`src/rtl/pldd_defs.svh`:
```
// Offsets, field positions, reset values and timing figures of the lock detector.
// Assumes nothing; definitions only, included by bare name.
`ifndef PLDD_DEFS_SVH
`define PLDD_DEFS_SVH

// Register byte offsets on the 10-bit register address
`define PLDD_ADDR_W 10
`define PLDD_LOCK_CFG_ADDR 10'h018
`define PLDD_SYNC_CFG_ADDR 10'h019
`define PLDD_LOCK_CFG_RST 8'h00
`define PLDD_SYNC_CFG_RST 8'h00

// Lock detect configuration fields
`define PLDD_RUN_SEL_HI 6
`define PLDD_RUN_SEL_LO 5
`define PLDD_WIN_LOW_BIT 4
`define PLDD_DISABLE_BIT 3
`define PLDD_LOCK_CFG_MASK 8'hf8

// Sync counter reset configuration fields
`define PLDD_SYNC_MODE_HI 7
`define PLDD_SYNC_MODE_LO 6

// Consecutive in-window cycle targets
`define PLDD_RUN_5 8'h05
`define PLDD_RUN_16 8'h10
`define PLDD_RUN_64 8'h40
`define PLDD_RUN_255 8'hff

// Timing, in picoseconds
`define PLDD_CLK_PERIOD_PS 100000
`define PLDD_WIN_HI_PS 3500
`define PLDD_WIN_LO_PS 2000
`define PLDD_LOSS_PS 7000

// Edge difference width, in bits; the difference itself counts clock cycles
`define PLDD_DIFF_W 8

`endif

```
`src/rtl/pldd_pkg.sv`:
```
// Types and small helpers shared by the lock detector files.
// Assumes pldd_defs.svh is on the include path.
`include "pldd_defs.svh"

package pldd_pkg;

  // Action of the sync pin on the divider counters
  typedef enum logic [1:0] {
    PLDD_SYNC_NONE = 2'h0,
    PLDD_SYNC_ASYNC = 2'h1,
    PLDD_SYNC_SYNC = 2'h2,
    PLDD_SYNC_NONE3 = 2'h3
  } pldd_sync_mode_t;

  // One finished edge comparison
  typedef struct packed {
    logic valid;
    logic [`PLDD_DIFF_W-1:0] diff;
  } pldd_cmp_t;

  // Longest time in whole cycles: round down, never below one
  function automatic int pldd_cycles_floor(input int ps);
    int c;
    c = ps / `PLDD_CLK_PERIOD_PS;
    return (c < 1) ? 1 : c;
  endfunction : pldd_cycles_floor

  // Run length selected by the two-bit counter field
  function automatic logic [7:0] pldd_run_target(input logic [1:0] sel);
    case (sel)
      2'h0: return `PLDD_RUN_5;
      2'h1: return `PLDD_RUN_16;
      2'h2: return `PLDD_RUN_64;
      default: return `PLDD_RUN_255;
    endcase
  endfunction : pldd_run_target

endpackage : pldd_pkg

```
`src/rtl/pldd_edge_cmp.sv`:
```
// Pairs rising edges of reference and feedback and reports their distance.
// Assumes both inputs are synchronous to ref_clk; distance is in clock cycles.
`timescale 1ns/1ps

module pldd_edge_cmp
  import pldd_pkg::*;
(
  input wire logic ref_clk,
  input wire logic nrst,
  input wire logic refIn,
  input wire logic fbIn,
  output pldd_cmp_t cmpOut
);

  ////////////////////////////////////////////////////////////////////////////
  // Edge detection
  logic refPrev; // Last sampled reference level
  logic fbPrev; // Last sampled feedback level
  logic refRise;
  logic fbRise;

  // Previous levels
  always_ff @(posedge ref_clk or negedge nrst)
  begin
    if (!nrst)
    begin
      refPrev <= 1'b0;
      fbPrev <= 1'b0;
    end
    else
    begin
      refPrev <= refIn;
      fbPrev <= fbIn;
    end
  end

  assign refRise = refIn && !refPrev;
  assign fbRise = fbIn && !fbPrev;

  ////////////////////////////////////////////////////////////////////////////
  // Pairing state
  typedef enum logic [2:0] {
    PLDD_IDLE = 3'b001,
    PLDD_WAIT_FB = 3'b010,
    PLDD_WAIT_REF = 3'b100
  } pldd_cmp_state_t;

  pldd_cmp_state_t state; // Which edge is still awaited
  logic [`PLDD_DIFF_W-1:0] gap; // Cycles since the leading edge
  localparam logic [`PLDD_DIFF_W-1:0] GAP_MAX = '1;

  // A repeated leading edge or a saturated gap ends the pair as far out
  always_ff @(posedge ref_clk or negedge nrst)
  begin
    if (!nrst)
    begin
      state <= PLDD_IDLE;
      gap <= '0;
      cmpOut <= '0;
    end
    else
    begin
      cmpOut.valid <= 1'b0;
      case (state)
        PLDD_IDLE:
        begin
          gap <= 8'h01;
          if (refRise && fbRise)
          begin
            // Coincident edges
            cmpOut <= '{valid: 1'b1, diff: '0};
          end
          else if (refRise)
            state <= PLDD_WAIT_FB;
          else if (fbRise)
            state <= PLDD_WAIT_REF;
        end
        PLDD_WAIT_FB, PLDD_WAIT_REF:
        begin
          if ((state == PLDD_WAIT_FB) ? fbRise : refRise)
          begin
            cmpOut <= '{valid: 1'b1, diff: gap};
            state <= PLDD_IDLE;
          end
          else if (((state == PLDD_WAIT_FB) ? refRise : fbRise) || gap == GAP_MAX)
          begin
            // Partner missing: report worst distance
            cmpOut <= '{valid: 1'b1, diff: GAP_MAX};
            state <= PLDD_IDLE;
          end
          else
            gap <= gap + 8'h01;
        end
        default: state <= PLDD_IDLE;
      endcase
    end
  end
endmodule : pldd_edge_cmp

```
`src/rtl/pll_digital_lock_detect.sv`:
```
// Digital lock detector and sync-pin counter reset control of the PLL.
// Assumes reference and feedback divider outputs and the sync pin are
// synchronous to ref_clk; registers are written over the plain register port.
`timescale 1ns/1ps
`include "pldd_defs.svh"

module pll_digital_lock_detect
  import pldd_pkg::*;
#(
  parameter int WIN_LO_PS = `PLDD_WIN_LO_PS,
  parameter int LOSS_PS = `PLDD_LOSS_PS
)
(
  input wire logic ref_clk,
  input wire logic nrst,
  input wire logic refIn,
  input wire logic fbIn,
  input wire logic syncPinN,
  input wire logic regWrEn,
  input wire logic regRdEn,
  input wire logic [`PLDD_ADDR_W-1:0] regAddr,
  input wire logic [7:0] regWrData,
  output logic [7:0] regRdData,
  output logic regRdValid,
  output logic lockFlag,
  output logic lockIndicatorPin,
  output logic counterRstAsync,
  output logic counterRstSync
);

  ////////////////////////////////////////////////////////////////////////////
  // Derived cycle counts
  localparam int WIN_HI_CYC = pldd_cycles_floor(`PLDD_WIN_HI_PS);
  localparam int WIN_LO_CYC = pldd_cycles_floor(WIN_LO_PS);
  localparam int LOSS_CYC = pldd_cycles_floor(LOSS_PS);
  localparam logic [`PLDD_DIFF_W-1:0] WIN_HI = WIN_HI_CYC[`PLDD_DIFF_W-1:0];
  localparam logic [`PLDD_DIFF_W-1:0] WIN_LO = WIN_LO_CYC[`PLDD_DIFF_W-1:0];
  localparam logic [`PLDD_DIFF_W-1:0] LOSS = LOSS_CYC[`PLDD_DIFF_W-1:0];

  // Counts must fit the distance and the loss point must not undercut a window
  if (LOSS_CYC >= 255 || LOSS_CYC < WIN_HI_CYC || LOSS_CYC < WIN_LO_CYC)
  begin : g_bad_counts
    $error("loss threshold out of range for the window counts");
  end

  ////////////////////////////////////////////////////////////////////////////
  // Register file
  logic [7:0] lockCfg; // Lock detect configuration
  logic [7:0] syncCfg; // Sync counter reset configuration and path delays

  // Software writes; unused low bits of the lock word are not stored
  always_ff @(posedge ref_clk or negedge nrst)
  begin
    if (!nrst)
    begin
      lockCfg <= `PLDD_LOCK_CFG_RST;
      syncCfg <= `PLDD_SYNC_CFG_RST;
    end
    else if (regWrEn)
    begin
      if (regAddr == `PLDD_LOCK_CFG_ADDR)
        lockCfg <= regWrData & `PLDD_LOCK_CFG_MASK;
      else if (regAddr == `PLDD_SYNC_CFG_ADDR)
        syncCfg <= regWrData;
    end
  end

  // Reads answer one cycle later; unmapped offsets read zero
  always_ff @(posedge ref_clk or negedge nrst)
  begin
    if (!nrst)
    begin
      regRdData <= 8'h00;
      regRdValid <= 1'b0;
    end
    else
    begin
      regRdValid <= regRdEn;
      if (!regRdEn)
        regRdData <= 8'h00;
      else if (regAddr == `PLDD_LOCK_CFG_ADDR)
        regRdData <= lockCfg;
      else if (regAddr == `PLDD_SYNC_CFG_ADDR)
        regRdData <= syncCfg;
      else
        regRdData <= 8'h00;
    end
  end

  // Field views
  logic [1:0] runSel;
  logic winLow;
  logic detDisable;
  pldd_sync_mode_t syncMode;
  logic [7:0] runTarget;
  logic [`PLDD_DIFF_W-1:0] winCyc;

  assign runSel = lockCfg[`PLDD_RUN_SEL_HI:`PLDD_RUN_SEL_LO];
  assign winLow = lockCfg[`PLDD_WIN_LOW_BIT];
  assign detDisable = lockCfg[`PLDD_DISABLE_BIT];
  assign syncMode = pldd_sync_mode_t'(syncCfg[`PLDD_SYNC_MODE_HI:`PLDD_SYNC_MODE_LO]);
  assign runTarget = pldd_run_target(runSel);
  assign winCyc = winLow ? WIN_LO : WIN_HI;

  ////////////////////////////////////////////////////////////////////////////
  // Edge comparison
  pldd_cmp_t cmp; // Finished comparison, one-cycle valid

  pldd_edge_cmp u_edge_cmp (
    .ref_clk(ref_clk),
    .nrst(nrst),
    .refIn(refIn),
    .fbIn(fbIn),
    .cmpOut(cmp)
  );

  logic inWin; // Strictly inside the window
  logic outLoss; // Strictly beyond the loss threshold
  assign inWin = cmp.valid && (cmp.diff < winCyc);
  assign outLoss = cmp.valid && (cmp.diff > LOSS);

  ////////////////////////////////////////////////////////////////////////////
  // Lock run counter and flag
  logic [7:0] runCount; // Consecutive in-window comparisons

  // Between window and loss point the run restarts but the flag holds
  always_ff @(posedge ref_clk or negedge nrst)
  begin
    if (!nrst)
    begin
      runCount <= 8'h00;
      lockFlag <= 1'b0;
      lockIndicatorPin <= 1'b0;
    end
    else if (detDisable)
    begin
      runCount <= 8'h00;
      lockFlag <= 1'b0;
      lockIndicatorPin <= 1'b0;
    end
    else if (inWin)
    begin
      if (runCount != 8'hff)
        runCount <= runCount + 8'h01;
      if (runCount + 8'h01 >= runTarget)
      begin
        lockFlag <= 1'b1;
        lockIndicatorPin <= 1'b1;
      end
    end
    else if (cmp.valid)
    begin
      runCount <= 8'h00;
      if (outLoss)
      begin
        lockFlag <= 1'b0;
        lockIndicatorPin <= 1'b0;
      end
    end
  end

  ////////////////////////////////////////////////////////////////////////////
  // Sync pin effect on the divider counters
  logic syncPrevN; // Last sampled sync pin

  // Async mode follows the pin level; sync mode gives one pulse per assertion
  always_ff @(posedge ref_clk or negedge nrst)
  begin
    if (!nrst)
    begin
      syncPrevN <= 1'b1;
      counterRstAsync <= 1'b0;
      counterRstSync <= 1'b0;
    end
    else
    begin
      syncPrevN <= syncPinN;
      counterRstAsync <= 1'b0;
      counterRstSync <= 1'b0;
      case (syncMode)
        PLDD_SYNC_ASYNC: counterRstAsync <= !syncPinN;
        PLDD_SYNC_SYNC: counterRstSync <= !syncPinN && syncPrevN;
        PLDD_SYNC_NONE3: ;
        default: ;
      endcase
    end
  end
endmodule : pll_digital_lock_detect

```
`config.mk`:
```
export PLATFORM = sky130hd
export DESIGN_NAME = pll_digital_lock_detect
export DESIGN_NICKNAME = d
export VERILOG_FILES = /design/src/rtl/pldd_pkg.sv /design/src/rtl/pldd_edge_cmp.sv /design/src/rtl/pll_digital_lock_detect.sv
export VERILOG_INCLUDE_DIRS = /design/src /design/src/rtl
export SDC_FILE = /design/constraint.sdc
export NUM_CORES = 1
export LEC_CHECK = 0
export ABC_AREA = 1
export BUFFER_PORTS_ARGS = -buffer_cell sky130_fd_sc_hd__buf_2
export CORE_ASPECT_RATIO = 0.9
export CORE_MARGIN = 4
export CORE_UTILIZATION = 50
export DETAILED_ROUTE_END_ITERATION = 6
export PLACE_DENSITY = 0.73
export SETUP_SLACK_MARGIN = 0.02
export SYNTH_ARGS = -nofsm -noshare
export SYNTH_HDL_FRONTEND = slang
export SYNTH_HIERARCHICAL = 1
export SYNTH_SLANG_ARGS = --single-unit
```
`constraint.sdc`:
```
create_clock -name ref_clk -period 1.6 [get_ports ref_clk]
set_input_delay 0.08 -clock ref_clk [delete_from_list [all_inputs] [get_ports ref_clk]]
set_output_delay 0.08 -clock ref_clk [all_outputs]
set_load 0.03 [all_outputs]
```
==> After elaboration in Yosys (flattened, before gate mapping) <==
Cells that the tools add are included.
{ "classes": {"n_mux": 30, "bitwise": 1, "addsub": 2, "reduce_logical": 22, "eq_ne": 19, "magnitude_cmp": 3} }
{ "ops": {"columns": ["operator", "count"], "rows": [
  ["$mux W8", 9],
  ["$mux W9", 3],
  ["$pmux W8 S3", 1],
  ["$eq A10 B5 Y1 const B", 2],
  ["$pmux W9 S2", 1],
  ["$add A8 B1 Y8 const B", 2],
  ["$pmux W8 S2", 1],
  ["$mux W3", 5],
  ["$reduce_and A3 Y1", 5],
  ["$mux W1", 9],
  ["$eq A8 B8 Y1 const B", 1],
  ["$ge A8 B8 Y1", 1],
  ["$gt A8 B1 Y1 const B", 1],
  ["$lt A8 B1 Y1 const B", 1],
  ["$ne A8 B8 Y1 const B", 1],
  ["$logic_and A1 B1 Y1", 6],
  ["$ne A2 B2 Y1 const B", 3],
  ["$ne A3 B1 Y1 const B", 2],
  ["$ne A3 B2 Y1 const B", 2],
  ["$pmux W3 S2", 1],
  ["$reduce_bool A3 Y1", 2],
  ["$eq A2 B1 Y1 const B", 2],
  ["$eq A2 B2 Y1 const B", 2],
  ["$reduce_and A2 Y1", 2],
  ["other kinds (10)", 12]
]} }
{ "word_totals": {"out_inout_bits": 13, "in_bits": 25, "ff_bits": 56} }

==> Longest topological paths before layout <==
Gate-level depths: netlist of run 1.
{ "depth": {"depth_word": 7, "mapped_depth": 13, "depth_no_buf": 13} }

==> Cells and area by module <==
The synthesis of run 1 kept the hierarchy.
{ "by_module_without_submodules": {"columns": ["module", "cells_each", "instances", "area_each_um2"], "rows": [
  ["pll_digital_lock_detect", 231, 1, 1856.8],
  ["pldd_edge_cmp", 137, 1, 1113.6]
]} }

==> Worst setup path before layout of run 1 <==
OpenSTA, ideal clock, no wires.
{ "synth_timing": {"path_type": "register -> register", "startpoint": "reg runCount[0]", "endpoint": "reg lockIndicatorPin", "arrival_ps": 1626, "path_slack_ps": -104, "period_less_slack_ps": 1704, "required_ps": 1523, "path_stages_with_launch": 12, "path_cell_list": "dfrtp_1 > ha_1 > nand4_1 > o21bai_1 > o21ai_0 > inv_1 > ha_1 > nand2_1 > o21a_1 > nand2_1 > nand2_1 > a21oi_1"} }
{ "synth_between": {"elab_chain_len": 4} }
{ "synth_rtl": {"columns": ["element", "line", "rtl"], "rows": [
  ["start, declared", "pll_digital_lock_detect.sv:124", "logic [7:0] runCount;"],
  ["start signal, assigned", "pll_digital_lock_detect.sv:144", "runCount <= runCount + 8'h01;"],
  ["$add A8 B1 Y8", "pll_digital_lock_detect.sv:145", "if (runCount + 8'h01 >= runTarget)"],
  ["$ge A8 B8 Y1", "pll_digital_lock_detect.sv:145", null],
  ["$ne A3 B2 Y1 (no source line)", null, null],
  ["$reduce_and A3 Y1 (no source line)", null, null],
  ["end signal, assigned", "pll_digital_lock_detect.sv:139", "lockIndicatorPin <= 1'b0;"],
  ["end signal, assigned", "pll_digital_lock_detect.sv:148", "lockIndicatorPin <= 1'b1;"],
  ["end signal, assigned", "pll_digital_lock_detect.sv:157", "lockIndicatorPin <= 1'b0;"],
  ["end, declared", "pll_digital_lock_detect.sv:26", "output logic lockIndicatorPin,"]
]} }
Every way passes these cells.
A chain may end at the register's enable or synchronous reset.

==> Worst setup path after layout of run 1 <==
Same ends and word-level chain as after synthesis.

==> reports/qor_table.md, run 1 <==
| Step | Metric | Value |
| --- | --- | --- |
| timing | Finish-stage setup viols | 1 |
| timing | Pins Over Slew Limit | 0 |
| synth | Top cells by count, synth | sky130_fd_sc_hd__nand2_1 (105), sky130_fd_sc_hd__dfrtp_1 (54), sky130_fd_sc_hd__inv_1 (52) |
| drt | DRC violation count after routing | 0 |
| drt | Post-route antenna net violation count | 0 |
| drt | Wire length per cell | 12.24 um |
| run status | Violations in the final reports | negative setup slack |
| synth | Unique masters post-synth | 30 |
| critical path | Setup crit start kind | flop |
| synth | Sequential-to-total area share from yosys stat | 47.26% |
| clock tree | Clock root buffer master | sky130_fd_sc_hd__clkbuf_8 |
| critical path | Slowest Stage Delay on Critical Path | 0.41 ns |
| die | Die area | 0.007240 mm2 |
| clock tree | Buffer levels on the longest clock path | 2 |
| global routing | Initial antenna violation count | 0 |
| critical path | Cell chain of the critical path | ha_2 > nand4_1 > o21ai_1 > inv_1 > ha_1 > nand2_2 > o21a_1 > nand2_1 > nand2_1 > a21oi_2 |
| critical path | Register-to-register path setup slack | -0.18 ns |
| critical path | Combined buffer and inverter count along the critical path | 1 |
| global routing | Global-route wire length before repair | 11.22 mm |
| global routing | Residual overflow from global routing | 0 |
| cells and area | Number of standard cells in the layout, taps in and fillers out | 510 |
| synth | Dominant cell by count in the synthesized netlist | sky130_fd_sc_hd__nand2_1 |
| drt | Routed wire length | 6.241 mm |
| worst hold path | Worst Min Path Start | regWrData[4] |
| global routing | Total routing resource utilization after global routing | 19.88% |
| clock tree | Number of buffers created by CTS | 5 |
| synth | Cell count after synthesis | 368 |
| clock tree | Depth of the CTS H-tree | 2 |
| critical path | Capture point of the worst reg-to-reg path | lockIndicatorPin |
| synth | Cell type contributing the most total cell area after synthesis | sky130_fd_sc_hd__dfrtp_1 |
| placed design | Place WS | -0.1889 ns |
| synth | Average cell area after synthesis | 8.072 um2 |
| timing | Final hold vios | 0 |
| critical path | Crit path max-delay cell type | sky130_fd_sc_hd__dfrtp_1 |
| worst hold path | Hold Path Class | in -> reg |
| critical path | WP data required | 1.85 ns |
| drt | Total via count after detailed routing | 2,523 |
| worst hold path | Worst hold path cell count | 3 |
| power and ir drop | Cell Pwr Density | 967.9 mW/mm2 |
| clock tree | Clock transition time at the flip-flop clock pins of the worst setup and hold paths | 0.10 ns |
| synth | Main synth FF type | sky130_fd_sc_hd__dfrtp_1 |
| timing | Clock period minus final worst setup slack | 1.779 ns |
| critical path | Data arrival, critical path | 2.03 ns |
| critical path | Origin of the critical flop-to-flop path | runCount[0] |
| cells and area | Area growth, synth to finish | 23.76% |
| placed design | Final RePlAce weighted congestion | 0.8214 |
| critical path | Most used cell along the critical path | sky130_fd_sc_hd__nand2_1 |
| critical path | Kind of capture point of the worst setup path | flop |
| drt | Number of design-rule violations left by the first detailed-router iteration | 94 |
| die | Die outline width | 89.25 um |
| timing | Maximum clock frequency | 0.5620 GHz |
| global routing | Number of global-route vias before repair | 2,537 |
| synth | Proportion of register bits with asynchronous set or reset after synthesis | 100.0% |
| clock tree | Clock tree from TritonCTS | built |
| critical path | Worst reg-to-reg path cell count | 10 |
| timing | Ratio of final minimum period to clock period | 111.2% |
| placed design | IO buf count | 37 |
| die | Initial cell density of the core | 51.88% |
| worst hold path | Hold Path Sink | syncCfg[4] |
| synth | Syn_nets | 406 |
| synth | Area share of the largest cell type after synthesis | 45.49% |
| placed design | Post-Place Cells | 489 |
| die | Area of the placeable core | 0.005725 mm2 |
| die | Y dimension of the die | 81.12 um |
| timing | Worst-case setup margin in the final layout | -0.1794 ns |
| cells and area | Total of fill cells in the finished design | 482 |
| timing | Worst slew margin relative to its limit | 80.36% |
| power and ir drop | Worst IR Drop VDD | 720.3 uV |
| timing | Worst Clk Skew | 0.005299 ns |
| synth | Yosys Warn Count | 6 |
| timing | Unrepaired setup endpoints after global routing | yes |
| cells and area | Multi-input combinational cell area | 0.001393 mm2 |
| placed design | HPWL Detailed | 4.531 mm |
| run status | Outcome | finished with violations |
| global routing | Largest net degree at the start of global routing | 53 |
| cells and area | Share of post-route cells with drive strength above 1 | 25.00% |
| cells and area | Final-stage net count | 477 |
| critical path | Maximum fanout along the worst path | 4 |
| flow run | MaxCap Viol Count | 0 |
| cells and area | Antenna diode instance count | 0 |
| critical path | Family of cells with the greatest summed delay on the critical path | adder cells |
| clock tree | CTS Sinks | 56 |
| synth | FF+latch count, synth | 56 |
| power and ir drop | Static power due to leakage | 2.000 nW |
| synth | Summed instance area of the synthesized netlist | 0.002970 mm2 |
| drt | Router iterations before antenna repair | 4 |
| cells and area | Sequential standard cell area | 0.001404 mm2 |
| clock tree | Clock latency of the later-clocked register in the worst-skew pair | 0.31 ns |
| timing | Tightest Pin Transition | 0.2935 ns |
| die | Total number of placement rows | 26 |
| drt | Per-cell via count in the routed design | 4.947 |
| synth | Main area contributors after synthesis | sky130_fd_sc_hd__dfrtp_1 (45%), sky130_fd_sc_hd__nand2_1 (13%), sky130_fd_sc_hd__inv_1 (6.6%) |
| synth | Number of enable-type register cells in the synthesized netlist | 0 |
| die | I/O pin count | 38 |
| critical path | Category of the critical setup timing path | reg -> reg |
-- cell families after synthesis --
group	Yosys count	share of synthesized area [%]
flip-flops	56	47.26
AND/OR/NAND/NOR	195	29.49
XOR/XNOR	6	1.769
buffers and inverters	59	8.130
adder cells (fa/ha/maj)	13	5.476
AO/OA/AOI/OAI	39	7.877
-- placed cells by master, fill, tap and decap left out, types with 9 or more instances in the layout --
master                     n
sky130_fd_sc_hd__inv_1    52
sky130_fd_sc_hd__o21ai_2  10
sky130_fd_sc_hd__nand3_1  32
sky130_fd_sc_hd__o21ai_0   9
sky130_fd_sc_hd__ha_1     12
sky130_fd_sc_hd__dfrtp_1  54
sky130_fd_sc_hd__nand2_2   9
sky130_fd_sc_hd__nand2_1  97
sky130_fd_sc_hd__buf_2    37
sky130_fd_sc_hd__buf_4    21
sky130_fd_sc_hd__o21ai_1  14
sky130_fd_sc_hd__nor2_1   28
-- final cells by class --
class / instances / share of cell area (%)
Sequential cell: 56 / 38.19
Multi-Input combinational cell: 253 / 37.88
Timing Repair Buffer: 69 / 12.90
Inverter: 54 / 5.514
Tap cell: 70 / 2.383
Clock buffer: 5 / 1.872
Clock inverter: 3 / 1.259
-- layer usage --
metal,part of all wire [%],wire [um],GRT usage (%)
met1,43,2704,24.18
met2,53,3315,35.64
met3,2.5,159,4.564
met4,0.99,62,4.464
met5,0,0,0
-- sequential cells by signal (all words and copies together), names as in the netlist --
register	count
syncCfg	8
counterRstSync	1
u_edge_cmp/refPrev	1
u_edge_cmp/gap	8
u_edge_cmp/state	3
lockCfg	5
u_edge_cmp/fbPrev	1
runCount	8
u_edge_cmp/cmpOut	9
lockIndicatorPin	1
regRdData	8
regRdValid	1
syncPrevN	1
counterRstAsync	1
-- how the worst max path moves through the flow --
stage	startpoint	endpoint	slack, ns	cells after the start
2_1_floorplan	runCount[0]	lockIndicatorPin	-0.05	10
3_3_place_gp	runCount[1]	lockIndicatorPin	-0.13	10
3_5_place_dp	runCount[0]	lockIndicatorPin	-0.19	10
4_1_cts	runCount[0]	lockIndicatorPin	-0.17	10
5_1_grt	runCount[0]	lockIndicatorPin	-0.30	10
6_report	runCount[0]	lockIndicatorPin	-0.18	10
-- worst reg2reg max path, cell delays in order (launching register included) --
cell and delay [ns]:
sky130_fd_sc_hd__dfrtp_1 0.41, sky130_fd_sc_hd__ha_2 0.21, sky130_fd_sc_hd__nand4_1 0.15, sky130_fd_sc_hd__o21ai_1 0.16
sky130_fd_sc_hd__inv_1 0.07, sky130_fd_sc_hd__ha_1 0.29, sky130_fd_sc_hd__nand2_2 0.06, sky130_fd_sc_hd__o21a_1 0.16
sky130_fd_sc_hd__nand2_1 0.05, sky130_fd_sc_hd__nand2_1 0.05, sky130_fd_sc_hd__a21oi_2 0.10
-- metrics by stage --
stage | cell area, um2 | util [%] | TNS [ns] | hold slack, ns | power, mW
finish | 3676 | 64.20 | -0.1794 | 0.02471 | 3.558
global route | 3676 | 64.20 | -0.6106 | 0.006101 | 3.817
CTS | 3686 | 64.38 | -0.3048 | 0.01046 | 3.615
detailed placement | 3374 | 58.94 | -0.2089 | -0.09444 | 2.574
global placement | 3374 | 58.94 | -0.1335 | -0.09497 | 2.530
floorplan | 2973 | - | -0.04960 | -0.2156 | 2.314
-- power breakdown --
part	internal, mW	switching (mW)
registers	1.59	0.115
logic	0.341	0.560
clock network	0.475	0.475
-- what timing repair did --
action,in CTS,in global routing
setup endpoints to repair,9,15
gates resized for setup,18,7
pin swaps,9,6
cloned,1,0
hold endpoints to repair,63,0
buffers inserted,6,2
hold buffers,8,0
Note: power is estimated with default switching activity, not from simulation.
==> run 2: changes to the inputs <==
==> constraint.sdc (replaced) <==
create_clock -name ref_clk -period 1.6 [get_ports ref_clk]
set_input_delay 0.4 -clock ref_clk [delete_from_list [all_inputs] [get_ports ref_clk]]
set_output_delay 0.4 -clock ref_clk [all_outputs]
set_load 0.03 [all_outputs]
==> run 2 against run 1 <==
Against the previous run: the run still ends with negative setup slack left; hold slack improved by 0.17 ns; clock skew fell by 0.0012 ns; total power rose by 3.0%; register-to-register slack got worse by 0.04 ns; fmax fell by 1.9%; critical path depth rose by 2; sequential power barely moved; first-iteration DRC count fell by 20%; worst setup slack got worse by 0.035 ns; wire length fell by 2.7%; critical path type unchanged; highest routed layer unchanged.
==> reports/qor_table.md, run 2 (synthesis results as in run 1) <==
| Step | Metric | Value |
| --- | --- | --- |
| placed design | Place WS | -0.1843 ns |
| power and ir drop | Cell Pwr Density | 986.2 mW/mm2 |
| clock tree | Clock transition time at the flip-flop clock pins of the worst setup and hold paths | 0.10 ns |
| timing | Finish-stage setup viols | 2 |
| cells and area | Area growth, synth to finish | 25.06% |
| cells and area | Final-stage net count | 475 |
| clock tree | CTS Sinks | 56 |
| die | Total number of placement rows | 26 |
| worst hold path | Hold Path Class | in -> reg |
| drt | Post-route antenna net violation count | 0 |
| critical path | Stages on the worst setup path | 12 |
| clock tree | Clock root buffer master | sky130_fd_sc_hd__clkbuf_8 |
| clock tree | Number of buffers created by CTS | 5 |
| cells and area | Number of flip-flops in the largest register | 9 |
| cells and area | Number of standard cells in the layout, taps in and fillers out | 508 |
| die | Initial cell density of the core | 51.88% |
| critical path | Cell chain of the critical path | ha_4 > nand4_1 > o21bai_1 > o21ai_1 > inv_1 > ha_4 > nand2_2 > nor2_1 > nand2_1 > nand2_1 > nand2_1 > a21oi_1 |
| critical path | Register-to-register path setup slack | -0.21 ns |
| timing | Worst-case setup margin in the final layout | -0.2144 ns |
| timing | Worst slew margin relative to its limit | 78.97% |
| placed design | Dpl cell area | 0.003417 mm2 |
| cells and area | Antenna diode instance count | 0 |
| global routing | Number of global-route vias before repair | 2,492 |
| die | Area of the placeable core | 0.005725 mm2 |
| critical path | Capture point of the worst reg-to-reg path | lockIndicatorPin |
| critical path | Category of the critical setup timing path | reg -> reg |
| critical path | Family of cells with the greatest summed delay on the critical path | simple AND/OR/NAND/NOR gates |
| drt | Routed wire length | 6.071 mm |
| cells and area | Most frequent cells in the layout | sky130_fd_sc_hd__nand2_1 (102), sky130_fd_sc_hd__inv_1 (52), sky130_fd_sc_hd__dfrtp_1 (52) |
| clock tree | Clock tree from TritonCTS | built |
| worst hold path | Worst hold path cell count | 1 |
| critical path | Setup crit start kind | flop |
| cells and area | Largest reg by FF count | u_edge_cmp/cmpOut |
| timing | Final hold vios | 0 |
| timing | Unrepaired setup endpoints after global routing | yes |
| placed design | HPWL Detailed | 4.619 mm |
| cells and area | Share of post-route cells with drive strength above 1 | 26.71% |
| placed design | Final RePlAce weighted congestion | 0.8769 |
| critical path | Maximum fanout along the worst path | 4 |
| flow run | MaxCap Viol Count | 0 |
| drt | Number of design-rule violations left by the first detailed-router iteration | 75 |
| critical path | Data arrival, critical path | 2.07 ns |
| timing | Ratio of final minimum period to clock period | 113.4% |
| timing | Worst Clk Skew | 0.004059 ns |
| cells and area | Total of fill cells in the finished design | 487 |
| global routing | Total routing resource utilization after global routing | 19.06% |
| global routing | Largest net degree at the start of global routing | 32 |
| timing | Tightest Pin Transition | 0.3154 ns |
| die | Y dimension of the die | 81.12 um |
| critical path | WP data required | 1.85 ns |
| global routing | Initial antenna violation count | 0 |
| die | I/O pin count | 38 |
| critical path | Kind of capture point of the worst setup path | flop |
| run status | Outcome | finished with violations |
| power and ir drop | Static power due to leakage | 2.007 nW |
| placed design | Post-Place Cells | 493 |
| timing | Final hold slack | 0.1979 ns |
| critical path | End point of the critical path | lockIndicatorPin |
| critical path | Worst reg-to-reg path cell count | 12 |
| drt | DRC violation count after routing | 0 |
| drt | Router iterations before antenna repair | 4 |
| critical path | Most used cell along the critical path | sky130_fd_sc_hd__nand2_1 |
| cells and area | Multi-input combinational cell area | 0.001435 mm2 |
| timing | Maximum clock frequency | 0.5511 GHz |
| timing | Pins Over Slew Limit | 0 |
| critical path | Origin of the critical flop-to-flop path | runCount[1] |
| power and ir drop | Worst IR Drop VDD | 871.8 uV |
| cells and area | Sequential standard cell area | 0.001406 mm2 |
| placed design | IO buf count | 37 |
| critical path | Crit path max-delay cell type | sky130_fd_sc_hd__dfrtp_2 |
| global routing | Residual overflow from global routing | 0 |
| drt | Wire length per cell | 11.95 um |
| clock tree | Depth of the CTS H-tree | 2 |
| drt | Per-cell via count in the routed design | 4.906 |
| run status | Violations in the final reports | negative setup slack |
| critical path | Combined buffer and inverter count along the critical path | 1 |
| clock tree | Clock latency of the later-clocked register in the worst-skew pair | 0.32 ns |
| die | Die outline width | 89.25 um |
| cells and area | Most common cell after layout, fill and taps aside | sky130_fd_sc_hd__nand2_1 |
| timing | Clock period minus final worst setup slack | 1.814 ns |
| clock tree | Buffer levels on the longest clock path | 2 |
| critical path | Worst Setup SP | runCount[1] |
| critical path | Slowest Stage Delay on Critical Path | 0.46 ns |
| cells and area | Finished layout cell area | 0.003715 mm2 |
| global routing | Global-route wire length before repair | 10.85 mm |
| die | Die area | 0.007240 mm2 |
| drt | Total via count after detailed routing | 2,492 |
==> run 2: cell count changes in the layout (fill, tap and decap cells not counted), sizes merged <==
cell,previous run,this run
buf,61,66
clkinv,1,0
dlygate4sd3,8,1
bufinv,1,2
==> run 2: worst min-delay path by stage <==
stage / start / to / slack, ns
finish: refIn / u_edge_cmp/refPrev / 0.20
global route: syncPinN / syncPrevN / 0.19
CTS: refIn / u_edge_cmp/refPrev / 0.19
detailed placement: nrst / lockCfg[4] / 0.31
global placement: nrst / lockCfg[4] / 0.31
floorplan: nrst / counterRstAsync / 0.10
==> run 2: worst reg2reg max path, cell delays in order, from the launching register on <==
cell	delay [ns]
sky130_fd_sc_hd__dfrtp_2	0.46
sky130_fd_sc_hd__ha_4	0.18
sky130_fd_sc_hd__nand4_1	0.12
sky130_fd_sc_hd__o21bai_1	0.10
sky130_fd_sc_hd__o21ai_1	0.07
sky130_fd_sc_hd__inv_1	0.09
sky130_fd_sc_hd__ha_4	0.27
sky130_fd_sc_hd__nand2_2	0.05
sky130_fd_sc_hd__nor2_1	0.12
sky130_fd_sc_hd__nand2_1	0.07
sky130_fd_sc_hd__nand2_1	0.07
sky130_fd_sc_hd__nand2_1	0.05
sky130_fd_sc_hd__a21oi_1	0.13
==> run 2: cell type report <==
type	count	area share [%]
clock buffers	5	1.852
clock inverters	3	1.852
inverters	54	5.456
multi-input cells	253	38.63
flip-flops and latches	56	37.86
well taps	70	2.358
repair buffers	67	11.99
==> run 2: per-layer routing <==
layer	GRT usage [%]	share of wire (%)	up-vias
met5	0	0	-
met4	4.018	0.92	0
met3	4.462	3.0	8
met2	33.51	51	21
met1	23.81	45	1164
li1	-	-	1299
==> run 2: what timing repair did <==
action,in CTS,in global routing
pin swaps,10,10
endpoints found under the setup margin,7,12
cloned,1,0
hold buffers,1,0
resized for setup,13,14
setup buffers,6,4
hold endpoints to repair,11,0
==> run 2: stage by stage <==
step	TNS, ns	total power [mW]	utilization [%]
after floorplan	-0.04960	2.314	-
after global placement	-0.1254	2.532	59.68
after detailed placement	-0.3016	2.563	59.68
after CTS	-0.3566	3.724	63.81
after global routing	-0.6189	3.925	64.88
final	-0.2983	3.663	64.88
==> run 2: power breakdown <==
group | internal (mW) | switching, mW | total, mW
registers | 1.59 | 0.113 | 1.71
logic | 0.321 | 0.531 | 0.852
clock network | 0.630 | 0.476 | 1.11
total | 2.54 | 1.12 | 3.66
